`src/common/rdcfg_pkg.sv`:
```
// Behaviour
// - Pin mode EQ index is 4*high+low.
// - Control strap L0 selects strap settings.
// - Control strap L3 enables serial configuration.
// - Slave mode register write sets equalization.
// - Gain and swing straps decode to DC gain.
// - Both straps floating give 0 dB.
// - Detect cycle starts at reset, powerdown, retrigger write.
// - Detect policy L0 needs two detections.
// - Detect policy L1 needs three detections.
// - Detect policy L2 needs one detection.
// - Hi-Z before detect, 50 ohm after.
// - Policy L3 disables detect, 50 ohm except in powerdown.
// - Powerdown high resets detect, Hi-Z, standby.
// - Active mode when powered and policy L0-L2.
// - First powerdown controls ch1-2, second ch3-4.
// - Four-level straps resolve to levels zero..three.
// - Serial interface runs up to 400 kHz.
// - Slave address is 0x18 plus strap index.
`default_nettype none
package rdcfg_pkg;
   localparam logic [1:0] LVL_0 = 2'h0;
   localparam logic [1:0] LVL_1 = 2'h1;
   localparam logic [1:0] LVL_2 = 2'h2;
   localparam logic [1:0] LVL_3 = 2'h3;
   localparam logic [6:0] SLAVE_ADDR_BASE = 7'h18;
   // Enforced by the bus master, nothing here can slow it
   localparam int SERIAL_MAX_KHZ = 400;
   // Valid detections needed per policy level
   localparam logic [1:0] NEED_L0 = 2'h2;
   localparam logic [1:0] NEED_L1 = 2'h3;
   localparam logic [1:0] NEED_L2 = 2'h1;
   // DC gain codes
   localparam logic [2:0] GAIN_P3P5 = 3'h0;
   localparam logic [2:0] GAIN_0 = 3'h1;
   localparam logic [2:0] GAIN_M1P5 = 3'h2;
   localparam logic [2:0] GAIN_M3P5 = 3'h3;
   localparam logic [2:0] GAIN_M6 = 3'h4;
   // APB register offsets
   localparam logic [7:0] REG_CTRL = 8'h00;
   localparam logic [7:0] REG_STATUS = 8'h04;
   localparam logic [7:0] REG_STRAPS = 8'h08;
   localparam int CTRL_EQ_LSB = 0;
   localparam int CTRL_GAIN_LSB = 4;
   localparam int CTRL_REDET_BIT = 8;
   localparam logic [31:0] CTRL_RESET = 32'h0000_0010;
   typedef enum logic [1:0] {
      RDCFG_IDLE = 2'b00,
      RDCFG_SEEK = 2'b01,
      RDCFG_FOUND = 2'b10,
      RDCFG_BUFFER = 2'b11
   } rdcfg_state_t;
   typedef struct packed {
      logic [1:0] eq_low;
      logic [1:0] eq_high;
      logic [1:0] mode;
      logic [1:0] gain;
      logic [1:0] swing;
      logic [1:0] policy;
   } rdcfg_straps_t;
   typedef struct packed {
      logic [3:0] eq_index;
      logic [2:0] dc_gain;
      logic [6:0] slave_addr;
      logic serial_mode;
   } rdcfg_cfg_t;
endpackage
`default_nettype wire

```
`src/rtl/rdcfg_top.sv`:
```
`default_nettype none
module rdcfg_top #(
   parameter int PAIRS = 2
) (
   // Clock and reset
   input wire logic MCLK,
   input wire logic ARST_N,
   // Four-level straps, already resolved to level codes
   input wire rdcfg_pkg::rdcfg_straps_t STRAPS,
   // Power-down per channel pair
   input wire logic [PAIRS-1:0] POWERDOWN,
   // Far-end termination seen, per pair, one pulse per valid detection
   input wire logic [PAIRS-1:0] DETECT_VALID,
   // APB slave
   input wire logic PSEL,
   input wire logic PENABLE,
   input wire logic PWRITE,
   input wire logic [7:0] PADDR,
   input wire logic [31:0] PWDATA,
   output logic [31:0] PRDATA,
   output logic PREADY,
   output logic PSLVERR,
   // Datapath settings
   output rdcfg_pkg::rdcfg_cfg_t CFG,
   output logic [PAIRS-1:0] TERM_50,
   output logic [PAIRS-1:0] STANDBY,
   output logic [PAIRS-1:0] DETECT_ACTIVE
);
   // Strap latch one cycle after release
   logic latched;
   logic next_latched;
   rdcfg_pkg::rdcfg_straps_t straps;
   rdcfg_pkg::rdcfg_straps_t next_straps;
   logic [31:0] ctrl;
   logic [31:0] next_ctrl;
   logic [31:0] next_prdata;
   logic next_pslverr;
   rdcfg_pkg::rdcfg_cfg_t next_cfg;

   function automatic logic [2:0] gain_decode(input logic [1:0] g, input logic [1:0] s);
      logic [2:0] r;
      r = rdcfg_pkg::GAIN_0; // Undefined combos fall back to 0 dB
      if (g == rdcfg_pkg::LVL_3 && s == rdcfg_pkg::LVL_2) r = rdcfg_pkg::GAIN_P3P5;
      else if (g == rdcfg_pkg::LVL_2 && s == rdcfg_pkg::LVL_3) r = rdcfg_pkg::GAIN_M1P5;
      else if (g == rdcfg_pkg::LVL_2 && s == rdcfg_pkg::LVL_1) r = rdcfg_pkg::GAIN_M3P5;
      else if (g == rdcfg_pkg::LVL_2 && s == rdcfg_pkg::LVL_0) r = rdcfg_pkg::GAIN_M6;
      return r;
   endfunction

   wire logic acc = PSEL && PENABLE;
   // Answer staged in setup so it stands at the access edge
   wire logic setup = PSEL && !PENABLE;
   wire logic wr_ctrl = acc && PWRITE && PADDR == rdcfg_pkg::REG_CTRL;
   wire logic serial = straps.mode == rdcfg_pkg::LVL_3;
   wire logic [3:0] pin_eq = {straps.eq_high, straps.eq_low}; // 4*high+low
   wire logic redetect = wr_ctrl && serial && PWDATA[rdcfg_pkg::CTRL_REDET_BIT];

   always_comb begin
      next_latched = 1'b1;
      next_straps = latched ? straps : STRAPS; // Held until reset
      next_ctrl = ctrl;
      if (wr_ctrl && serial) begin
         // Retrigger bit is never stored, so it reads back zero
         next_ctrl = 32'h0;
         next_ctrl[rdcfg_pkg::CTRL_EQ_LSB +: 4] = PWDATA[rdcfg_pkg::CTRL_EQ_LSB +: 4];
         next_ctrl[rdcfg_pkg::CTRL_GAIN_LSB +: 3] = PWDATA[rdcfg_pkg::CTRL_GAIN_LSB +: 3];
      end
      next_cfg.slave_addr = rdcfg_pkg::SLAVE_ADDR_BASE + {3'h0, pin_eq};
      next_cfg.serial_mode = serial;
      if (serial) begin
         next_cfg.eq_index = ctrl[rdcfg_pkg::CTRL_EQ_LSB +: 4];
         next_cfg.dc_gain = ctrl[rdcfg_pkg::CTRL_GAIN_LSB +: 3];
      end else begin
         // Other mode levels also use straps; serial needs L3
         next_cfg.eq_index = pin_eq;
         next_cfg.dc_gain = gain_decode(straps.gain, straps.swing);
      end
      next_pslverr = 1'b0;
      next_prdata = PRDATA;
      if (setup && !PWRITE) begin
         if (PADDR == rdcfg_pkg::REG_CTRL) next_prdata = ctrl;
         else if (PADDR == rdcfg_pkg::REG_STATUS) next_prdata = 32'({STANDBY, TERM_50});
         else if (PADDR == rdcfg_pkg::REG_STRAPS) next_prdata = {20'h0, straps};
         else begin
            next_prdata = 32'h0;
            next_pslverr = 1'b1;
         end
      end else if (setup && PWRITE) begin
         if (PADDR != rdcfg_pkg::REG_CTRL) next_pslverr = 1'b1;
      end
   end

   always_ff @(posedge MCLK or negedge ARST_N) begin
      if (!ARST_N) begin
         latched <= 1'b0;
         straps <= '0;
         ctrl <= rdcfg_pkg::CTRL_RESET;
         PRDATA <= 32'h0;
         PSLVERR <= 1'b0;
         CFG <= '0;
      end else begin
         latched <= next_latched;
         straps <= next_straps;
         ctrl <= next_ctrl;
         PRDATA <= next_prdata;
         PSLVERR <= next_pslverr;
         CFG <= next_cfg;
      end
   end
   assign PREADY = 1'b1;

   // One detect machine per pair; pair 0 is ch1-2, pair 1 is ch3-4
   genvar p;
   generate
      for (p = 0; p < PAIRS; p++) begin : g_pair
         rdcfg_pkg::rdcfg_state_t state;
         rdcfg_pkg::rdcfg_state_t next_state;
         logic [1:0] hits;
         logic [1:0] next_hits;
         logic [1:0] need;
         always_comb begin
            case (straps.policy)
               rdcfg_pkg::LVL_0: need = rdcfg_pkg::NEED_L0;
               rdcfg_pkg::LVL_1: need = rdcfg_pkg::NEED_L1;
               default: need = rdcfg_pkg::NEED_L2;
            endcase
            next_state = state;
            next_hits = hits;
            case (state)
               rdcfg_pkg::RDCFG_IDLE: begin
                  // Leaving idle starts a fresh cycle
                  next_hits = 2'h0;
                  if (latched) begin
                     if (straps.policy == rdcfg_pkg::LVL_3) next_state = rdcfg_pkg::RDCFG_BUFFER;
                     else next_state = rdcfg_pkg::RDCFG_SEEK;
                  end
               end
               rdcfg_pkg::RDCFG_SEEK: begin
                  if (DETECT_VALID[p]) begin
                     next_hits = hits + 2'h1;
                     if (hits + 2'h1 >= need) next_state = rdcfg_pkg::RDCFG_FOUND;
                  end
               end
               default: ;
            endcase
            // Powerdown dominates strap policy
            if (POWERDOWN[p] || redetect) begin
               next_state = rdcfg_pkg::RDCFG_IDLE;
               next_hits = 2'h0;
            end
         end
         always_ff @(posedge MCLK or negedge ARST_N) begin
            if (!ARST_N) begin
               state <= rdcfg_pkg::RDCFG_IDLE;
               hits <= 2'h0;
            end else begin
               state <= next_state;
               hits <= next_hits;
            end
         end
         // 50 ohm only after detect or in buffer mode
         assign TERM_50[p] = state == rdcfg_pkg::RDCFG_FOUND || state == rdcfg_pkg::RDCFG_BUFFER;
         assign STANDBY[p] = POWERDOWN[p];
         assign DETECT_ACTIVE[p] = state == rdcfg_pkg::RDCFG_SEEK;
      end
   endgenerate
endmodule // rdcfg_top
`default_nettype wire

```
`config.mk`:
```
export PLATFORM = sky130hd
export DESIGN_NAME = rdcfg_top
export DESIGN_NICKNAME = d
export VERILOG_FILES = /design/src/common/rdcfg_pkg.sv /design/src/rtl/rdcfg_top.sv
export SDC_FILE = /design/constraint.sdc
export NUM_CORES = 1
export LEC_CHECK = 0
export BUFFER_PORTS_ARGS = -buffer_cell sky130_fd_sc_hd__buf_2
export CAP_MARGIN = 10
export CELL_PAD_IN_SITES_DETAIL_PLACEMENT = 1
export CELL_PAD_IN_SITES_GLOBAL_PLACEMENT = 2
export CORE_UTILIZATION = 30
export DETAILED_ROUTE_END_ITERATION = 7
export PLACE_DENSITY_LB_ADDON = 0.15
export SLEW_MARGIN = 20
export SYNTH_ARGS = -nofsm -noshare
export SYNTH_HDL_FRONTEND = slang
export SYNTH_SLANG_ARGS = --single-unit
export TNS_END_PERCENT = 1
```
`constraint.sdc`:
```
create_clock -name MCLK -period 4.8 [get_ports MCLK]
set_input_delay 0.96 -clock MCLK [delete_from_list [all_inputs] [get_ports MCLK]]
set_output_delay 0.96 -clock MCLK [all_outputs]
set_load 0.05 [all_outputs]
```
# Word-level counts from Yosys, hierarchy flattened
# Index checks and enable logic that the tools add are counted.
# totals
reg_bits	75
inputBits	61
output_inout_bits	55
word_cells	106
# op_classes
n_addsub	3
order_cmp	2
n_eq_ne	22
n_mux	31
reduce_logical	30
# ops
operator	count
12-bit 2-to-1 mux	3
2-bit 2-to-1 mux	12
2-bit == test, second input constant	10
2-bit one-hot mux with 2 select lines	5
1-bit logical AND	12
3-bit 2-to-1 mux	4
2-bit by 1-bit == test with 1-bit output, second input constant	4
8-bit by 3-bit == test with 1-bit output, second input constant	1
8-bit by 4-bit == test with 1-bit output, second input constant	1
2-bit logical NOT	4
8-bit logical NOT	1
4-bit AND reduction	2
8-bit nonzero test	1
7-bit 2-to-1 mux	1
5-bit by 4-bit adder with 6-bit output, first input constant	1
1-bit 2-to-1 mux	6
3-bit by 1-bit != test with 1-bit output, second input constant	2
3-bit by 2-bit != test with 1-bit output, second input constant	2
3-bit != test, second input constant	2
3-bit nonzero test	2
2-bit by 1-bit adder with 2-bit output, second input constant	2
2-bit >= comparator	2
1-bit logical OR	4
2-bit AND reduction	2
1-bit logical NOT	2

# Depth between registers and ports, before layout
# Gate-level depths: netlist of the first run.
# depth
word_depth	8
depth_mapped	7
ltp_nobuf	6

# Worst setup path before layout of the first run
# No wires, ideal clock.
# synth_timing
path_type	input to register
startpoint	input port PADDR[5]
endpoint	register ctrl[0]
setup_time_ns	0.125
arrival_time_ns	2.131
t_required_ns	4.675
path_slack_ns	2.545
path_stages	4
path_buffers	0
cell_sequence	or4_4 nor4_4 nand2_4 mux2_2
# synth_between
elab_chain_cells	3
# synth_lines
element	line	text
start, declared	rdcfg_top.sv:18	input wire logic [7:0] PADDR,
8-bit logical NOT	rdcfg_top.sv:53	wire logic wr_ctrl = acc && PWRITE && PADDR == rdcfg_pkg::REG_CTRL;
1-bit logical AND	rdcfg_top.sv:53	
1-bit logical AND	rdcfg_top.sv:62	if (wr_ctrl && serial) begin
end signal, assigned	rdcfg_top.sv:97	ctrl <= rdcfg_pkg::CTRL_RESET;
end signal, assigned	rdcfg_top.sv:104	ctrl <= next_ctrl;
end, declared	rdcfg_top.sv:34	logic [31:0] ctrl;
# Every way passes these cells.
# A chain may end at the register's enable or synchronous reset.

# Final worst setup path of the first run
# layout_timing
startpoint	input port POWERDOWN[0]
endpoint	output port STANDBY[0]
# layout_lines
element	line	text
start, declared	rdcfg_top.sv:11	input wire logic [PAIRS-1:0] POWERDOWN,
end, declared	rdcfg_top.sv:26	output logic [PAIRS-1:0] STANDBY,
# No word-level cell between the ends.

==> out/qor.csv, run 1 <==
stage,metric,value,unit
run_status,status,finished clean,
clock_network,cts.sinks,54,
synth,synth_xor_area_share,1.01,%
timing,tightestPinTransition,0.699,ns
synth,yosysSeqAreaShare,52.0,%
global_route,grt_pass1_wl,9800,microns
synth,yosys_register_bits,54,
worst_setup_path,path_cells,"buf_2, buf_2",
layout,fin_nets,369,
floorplan,rows,33,
place,globalplace.congestion,0.738,
synth,synth_top_family_by_area,simple AND/OR/NAND/NOR gates,
timing,final_max_slew_viol_count,0,
layout,fin_area,3050,sq um
synth,synth-adder-area-share,0.962,%
place,io_buffers,69,
routing,wl,6160,microns
routing,drcViolationCount,0,
global_route,grt_max_degree,55,
worst_setup_path,slowest_stage,buf_2,
timing,fmaxAchievable,437,MHz
power,ir_drop,0.123,mV
synth,yosys_warnings,0,
clock_network,clockRootBuffer,clkbuf_8,
floorplan,io_pins,116,
worst_setup_path,critPathLaunchType,input pin,
power,powerDensity,337,nW/um^2
timing,clock_skew,0.00775,ns
synth,syn_avg_cell_area,10.7,sq um
power,p_leak,1.52,nW
power,power.total,0.00103,W
floorplan,initial_core_util,31.3,%
timing,hold_viol,0,
global_route,antenna_found_initial,0,
floorplan,core_region_area,8300,sq um
min_path,hold_path_class,flip-flop to flip-flop,
worst_setup_path,critical_path_buf_inv_count,2,
worst_setup_path,crit_family,buffers and inverters,
timing,grt_setup_unrepaired,no,
worst_setup_path,crit_fanout,3,
timing,min_period_over_period,47.6,%
layout,areaGrowthSynthToFinish,17.2,%
routing,drt_iter0_drc,51,
floorplan,die_w,95.1,microns
layout,diodes,0,
routing,first_pass_iters,4,
worst_setup_path,crit_type,input pin to output pin,
layout,drive_above_1_share,34.2,%
clock_network,cts_buffer_depth,2,
floorplan,die_h,95.1,microns
run,maxCapViolCount,0,
synth,synth_compound_area_share,10.7,%
worst_setup_path,crit_arrival,1.33,ns
global_route,grt_pass1_vias,1862,
place,dpl.hpwl,4520,microns
synth,ys_types,42,
timing,fin_setup_tns,0,ns
timing,final-setup-viol-count,0,
clock_network,cts.clk_slew.worst_paths,0.10,ns
clock_network,ctsHoldBuffers,0,
synth,synthCells,243,
routing,routed_via_density,4.50,
global_route,grt.total_usage,14.3,%
clock_network,h-tree-depth,2,
synth,synth-simple-area-share,15.2,%
clock_network,cts_buffers,5,
synth,synthesis.area,2600,sq um
routing,routed-via-count,1856,
place,placed_cell_area,2940,sq um
clock_network,clock_latency,0.30,ns
worst_setup_path,worstSetupEndpointType,output pin,
floorplan,die_area,9050,sq um
worst_setup_path,critPathRequiredTime,3.84,ns
routing,wl_per_cell,14.9,microns
timing,fin_crit,2.29,ns
global_route,overflow,0,
worst_setup_path,r2r_setup_slack,2.85,ns
worst_setup_path,critPathMaxStageDelay,0.26,ns
synth,yosys-mux-area-fraction,10.5,%
clock_network,cts_tree,yes,
clock_network,postCtsSetupBuffers,0,
timing,holdWs,0.435,ns
timing,relSlewSlack,53.4,%
clock_network,cts_resized,0,
routing,ant_nets,0,
worst_setup_path,worst_path_most_repeated_cell,buf_2,
[flip-flops by register name, indices dropped and copies added (netlist names)]
name / count
PSLVERR: 1
straps: 8
pin_eq: 4
ctrl: 7
g_pair.state: 4
g_pair.hits: 4
latched: 1
CFG: 13
PRDATA: 12
[Yosys cell counts]
cell	number	area, sq um
dfrtp_1	53	1330
nand2_1	31	116
buf_4	25	188
mux2_2	18	203
a21oi_1	12	60.1
o21ai_0	11	55.1
nor2_1	10	37.5
clkbuf_1	9	33.8
mux2i_1	7	70.1
nor2b_1	7	43.8
a22o_1	6	52.6
nor3_1	5	25.0
inv_1	4	15.0
and2_1	3	18.8
nand2b_1	3	18.8
nor3b_1	3	22.5
o31ai_1	3	22.5
xor2_1	3	26.3
a31o_2	2	17.5
a31oi_1	2	12.5
conb_1	2	7.51
ha_1	2	25.0
nand4b_1	2	17.5
or2_2	2	12.5
a2111oi_0	1	8.76
a41oi_1	1	8.76
and3_2	1	7.51
and3b_1	1	8.76
buf_2	1	5.00
clkinv_1	1	3.75
dfstp_2	1	26.3
nand2_4	1	11.3
nand4_1	1	6.26
nor4_4	1	21.3
o211ai_1	1	7.51
o22a_1	1	8.76
o22ai_1	1	6.26
o2bb2ai_1	1	8.76
o41ai_1	1	8.76
or3_1	1	6.26
or3b_2	1	8.76
or4_4	1	11.3
[worst paths after layout]
kind | start | to | depth (start not counted)
worst min-delay path | pin_eq[2]$_DFFE_PN0N_ | CFG[3]$_DFF_PN0_ | 0
worst min register to register | pin_eq[2]$_DFFE_PN0N_ | CFG[3]$_DFF_PN0_ | 0
worst max-delay path | POWERDOWN[0] | STANDBY[0] | 2
worst max register to register | straps[1]$_DFFE_PN0N_ | g_pair[1].state[1]$_DFFE_PN0P_ | 6
max in group asynchronous | ARST_N | CFG[12]$_DFF_PN0_ | 2
min in group asynchronous | ARST_N | CFG[5]$_DFF_PN0_ | 2
[routing by layer]
| layer | global-route usage, % | vias up | wire [microns] |
|---|---|---|---|
| met1 | 20.7 | 886 | 3040 |
| met4 | 3.79 | 0 | 37 |
| met2 | 21.4 | 54 | 2740 |
| met3 | 3.03 | 2 | 340 |
| li1 | - | 914 | - |
| met5 | 0 | - | 0 |
[logic make-up (layout without fill, tap and decap cells)]
group,count (synthesis),after routing
and+or+nand+nor,74,74
DFF,54,54
AOI/OAI and AO/OA,43,43
buffers and inverters,40,83
muxes,25,25
xor gates and xnor gates,3,3
adders and majority gates,2,2
other,2,23
[metrics by stage]
stage | cells | utilization (%) | setup WS, ns
2_1_floorplan | 264 | - | 2.54
3_3_place_gp | 404 | 35.4 | 2.29
3_5_place_dp | 404 | 35.4 | 2.28
4_1_cts | 412 | 36.7 | 2.51
5_1_grt | 412 | 36.7 | 2.49
6_report | 412 | 36.7 | 2.51
[power breakdown]
part | internal, W | switching, W | total [W] | leakage (nW)
sequential | 0.000482 | 0.0000298 | 0.000512 | 0.693
clock | 0.000156 | 0.000148 | 0.000304 | 0.0514
combinational | 0.0000554 | 0.000158 | 0.000213 | 0.780
[cell usage in the layout, fill, tap and decap left out, types with 4 or more instances in the layout]
cell type / Yosys / routed
o21ai_0: 11 / 11
a21oi_1: 12 / 12
clkbuf_8: 0 / 5
dfrtp_1: 53 / 53
mux2i_1: 7 / 7
a22o_1: 6 / 6
nor2b_1: 7 / 7
nor3_1: 5 / 5
buf_2: 1 / 69
conb_1: 2 / 23
mux2_2: 18 / 18
nand2_1: 31 / 31
inv_1: 4 / 4
nor2_1: 10 / 10
[cell type report]
type                    count  area (sq um)
well taps                 105           131
inverters                   5          18.8
flip-flops and latches     54          1350
multi-input cells         170          1080
clock inverters             2          37.5
repair buffers             70           353
fillers                   975          5250
clock buffers               6          72.6
(Power assumes the default switching activity.)
==> run 2: changes to the inputs <==
- ABC_AREA: default -> 1
- CORE_UTILIZATION: 30 -> 23
- clock period: 4.8 -> 1.9 ns (I/O delays scaled with it)
==> out/qor.csv, run 2 <==
stage,metric,value,unit,change
run_status,status,finished clean,,
clock_network,clockRootBuffer,clkbuf_16,,
synth,yosys_warnings,0,,unchanged
routing,wl_per_cell,13.3,microns,-11%
timing,fin_setup_tns,0,ns,unchanged
global_route,grt.total_usage,12.7,%,-1.6 points
synth,synthCells,326,,+34%
run,maxCapViolCount,0,,unchanged
timing,clock_skew,0.00418,ns,-0.00357 ns
floorplan,die_area,12100,sq um,+34%
layout,biggestRegsByFlops,"CFG (13), PRDATA (12), straps (8)",,
synth,post-synth-top-count-cell,nand2_1,,
floorplan,io_pins,116,,unchanged
timing,grt_setup_unrepaired,no,,
timing,fmaxAchievable,583,MHz,
synth,synth_top_area_share,49.5,%,-1.5 points
worst_setup_path,r2r_cells,9,,+3
layout,fin_area,3260,sq um,+7.0%
floorplan,die_h,110,microns,+16%
layout,largest-register,CFG,,
floorplan,core_region_area,11400,sq um,+37%
clock_network,cts.sinks,54,,unchanged
layout,final_common_cell,nand2_1,,
power,powerDensity,926,nW/um^2,+170%
timing,final-setup-viol-count,0,,unchanged
synth,syn_avg_cell_area,8.22,sq um,-23%
routing,first_pass_iters,4,,unchanged
layout,layout_common_cells,"nand2_1, buf_2, dfrtp_1, inv_1, nand3_1",,
worst_setup_path,crit_fanout,5,,+2
place,dpl.hpwl,5560,microns,+23%
worst_setup_path,crit_family,buffers and inverters,,
worst_setup_path,r2r-start,straps[1]$_DFFE_PN0N_,,
floorplan,rows,39,,+18%
global_route,grt_max_degree,55,,unchanged
clock_network,cts_buffer_depth,2,,unchanged
floorplan,initial_core_util,23.6,%,-7.8 points
worst_setup_path,critPathRequiredTime,1.52,ns,-2.32 ns
worst_setup_path,critical_path_buf_inv_count,3,,+1
worst_setup_path,worst-path-stages,4,,+2
routing,routed_via_density,4.08,,-9.4%
worst_setup_path,critPathMaxStageDelay,0.43,ns,+0.17 ns
timing,min_period_over_period,90.2,%,
floorplan,die_w,110,microns,+16%
synth,synthesis.area,2680,sq um,+3.0%
global_route,overflow,0,,unchanged
synth,yosysSeqAreaShare,50.5,%,-1.5 points
worst_setup_path,r2r_setup_slack,0.23,ns,-2.62 ns
timing,fin_crit,1.71,ns,
worst_setup_path,reg2reg_to,g_pair[1].state[0]$_DFFE_PN0P_,,
worst_setup_path,crit_type,flip-flop to output pin,,
synth,synthTopCellsByArea,"dfrtp_1, nand2_1, buf_4",,
synth,yosysTopAreaCell,dfrtp_1,,
global_route,grt_pass1_vias,2236,,+20%
clock_network,ctsHoldBuffers,0,,unchanged
worst_setup_path,crit_arrival,1.33,ns,about the same
power,ir_drop,0.380,mV,+210%
clock_network,cts.clk_slew.worst_paths,0.07,ns,-0.03 ns
clock_network,cts_tree,yes,,
synth,synth-edff-count,0,,unchanged
routing,drcViolationCount,0,,unchanged
routing,drt_iter0_drc,67,,+31%
place,placed_cell_area,3110,sq um,+5.7%
layout,largest_register_ffs,13,,unchanged
timing,final_max_slew_viol_count,0,,unchanged
worst_setup_path,worstSetupEndpointType,output pin,,
worst_setup_path,worst_path_most_repeated_cell,inv_1,,
place,io_buffers,69,,unchanged
timing,hold_viol,0,,unchanged
power,p_leak,1.78,nW,+17%
synth,ys_types,27,,-36%
clock_network,cts_resized,0,,unchanged
layout,diodes,0,,unchanged
clock_network,postCtsSetupBuffers,0,,unchanged
routing,ant_nets,0,,unchanged
synth,synthTopCellsByCount,"nand2_1, dfrtp_1, inv_1",,
worst_setup_path,critPathLaunchType,flip-flop,,
place,globalplace.congestion,0.739,,+0.16%
synth,yosys_register_bits,54,,unchanged
layout,areaGrowthSynthToFinish,21.7,%,
timing,holdWs,0.0800,ns,-0.355 ns
clock_network,clock_latency,0.29,ns,about the same
worst_setup_path,path_cells,"inv_1, nand2_1, inv_1, buf_2",,
global_route,antenna_found_initial,0,,unchanged
clock_network,h-tree-depth,2,,unchanged
layout,drive_above_1_share,25.9,%,-8.3 points
synth,synthArstFlopShare,100,%,unchanged
routing,routed-via-count,2203,,+19%
synth,ys.flop_type,dfrtp_1,,
routing,wl,7200,microns,+17%
global_route,grt_pass1_wl,11400,microns,+16%
min_path,hold_path_class,input pin to async pin,,
clock_network,cts_buffers,5,,unchanged
worst_setup_path,slowest_stage,dfrtp_1,,
layout,fin_nets,459,,+24%
==> run 2: cell types whose count changed after synthesis, sizes merged, moves of 7 or more <==
cell / previous run / this run
nand2: 32 / 94
inv: 4 / 39
nand3: 0 / 30
mux2: 18 / 0
o21ai: 11 / 25
nor2: 10 / 22
mux2i: 7 / 0
nor2b: 7 / 0
==> run 2: cell families after synthesis <==
group / Yosys count / share of synthesized area (%)
adder cells (fa/ha/maj): 2 / 0.934
other: 2 / 0.280
buffers and inverters: 74 / 14.8
flip-flops: 54 / 50.5
AO/OA/AOI/OAI: 46 / 9.39
AND/OR/NAND/NOR: 148 / 24.1
==> run 2: how the worst max path moves through the flow <==
stage                              startpoint                        endpoint  slack (ns)
6_report       g_pair[1].state[1]$_DFFE_PN0P_                DETECT_ACTIVE[1]        0.19
5_1_grt                 straps[1]$_DFFE_PN0N_  g_pair[1].state[0]$_DFFE_PN0P_        0.08
4_1_cts        g_pair[1].state[1]$_DFFE_PN0P_                DETECT_ACTIVE[1]        0.17
3_5_place_dp            straps[1]$_DFFE_PN0N_  g_pair[1].state[0]$_DFFE_PN0P_        0.21
3_3_place_gp            straps[1]$_DFFE_PN0N_  g_pair[1].state[0]$_DFFE_PN0P_        0.25
2_1_floorplan           straps[1]$_DFFE_PN0N_  g_pair[1].state[0]$_DFFE_PN0P_        0.38
==> run 2: worst reg2reg max path, delay by kind of cell (launching register included) <==
kind	cells	cell delay, ns
AND/OR/NAND/NOR	5	0.58
flip-flops	1	0.44
adder cells (fa/ha/maj)	1	0.28
AO/OA/AOI/OAI	2	0.22
buffers and inverters	1	0.07
==> run 2: cell type report <==
class,instances,area (sq um)
sequential,54,1350
inverter,39,146
clock inverter,2,16.3
fill,1391,8110
clock buffer,6,139
timing repair buffer,77,418
tap,143,179
multi-input combinational,219,1010
==> run 2: where the power goes <==
part	internal, W	switching (W)	leakage [nW]
Sequential	0.00123	0.0000622	0.677
Combinational	0.000177	0.000581	1.03
Clock	0.000531	0.000434	0.0735
==> run 2: per-stage QoR <==
| step | power [W] | instances | utilization [%] | worst slack, ns |
|---|---|---|---|---|
| after CTS | 0.00309 | 540 | 28.7 | 0.175 |
| after detailed placement | 0.00209 | 532 | 27.3 | 0.214 |
| after global placement | 0.00208 | 532 | 27.3 | 0.250 |
| final | 0.00302 | 540 | 28.7 | 0.186 |
| after global routing | 0.00319 | 540 | 28.7 | 0.0756 |
| after floorplan | 0.00191 | 347 | - | 0.382 |
==> run 2: routing by layer <==
layer | up-vias | part of all wire [%] | track usage (%)
met4 | 0 | 0.50 | 3.71
met1 | 1043 | 48 | 16.8
met5 | - | 0 | 0
li1 | 1111 | - | -
met3 | 2 | 3.6 | 1.90
met2 | 47 | 48 | 21.4
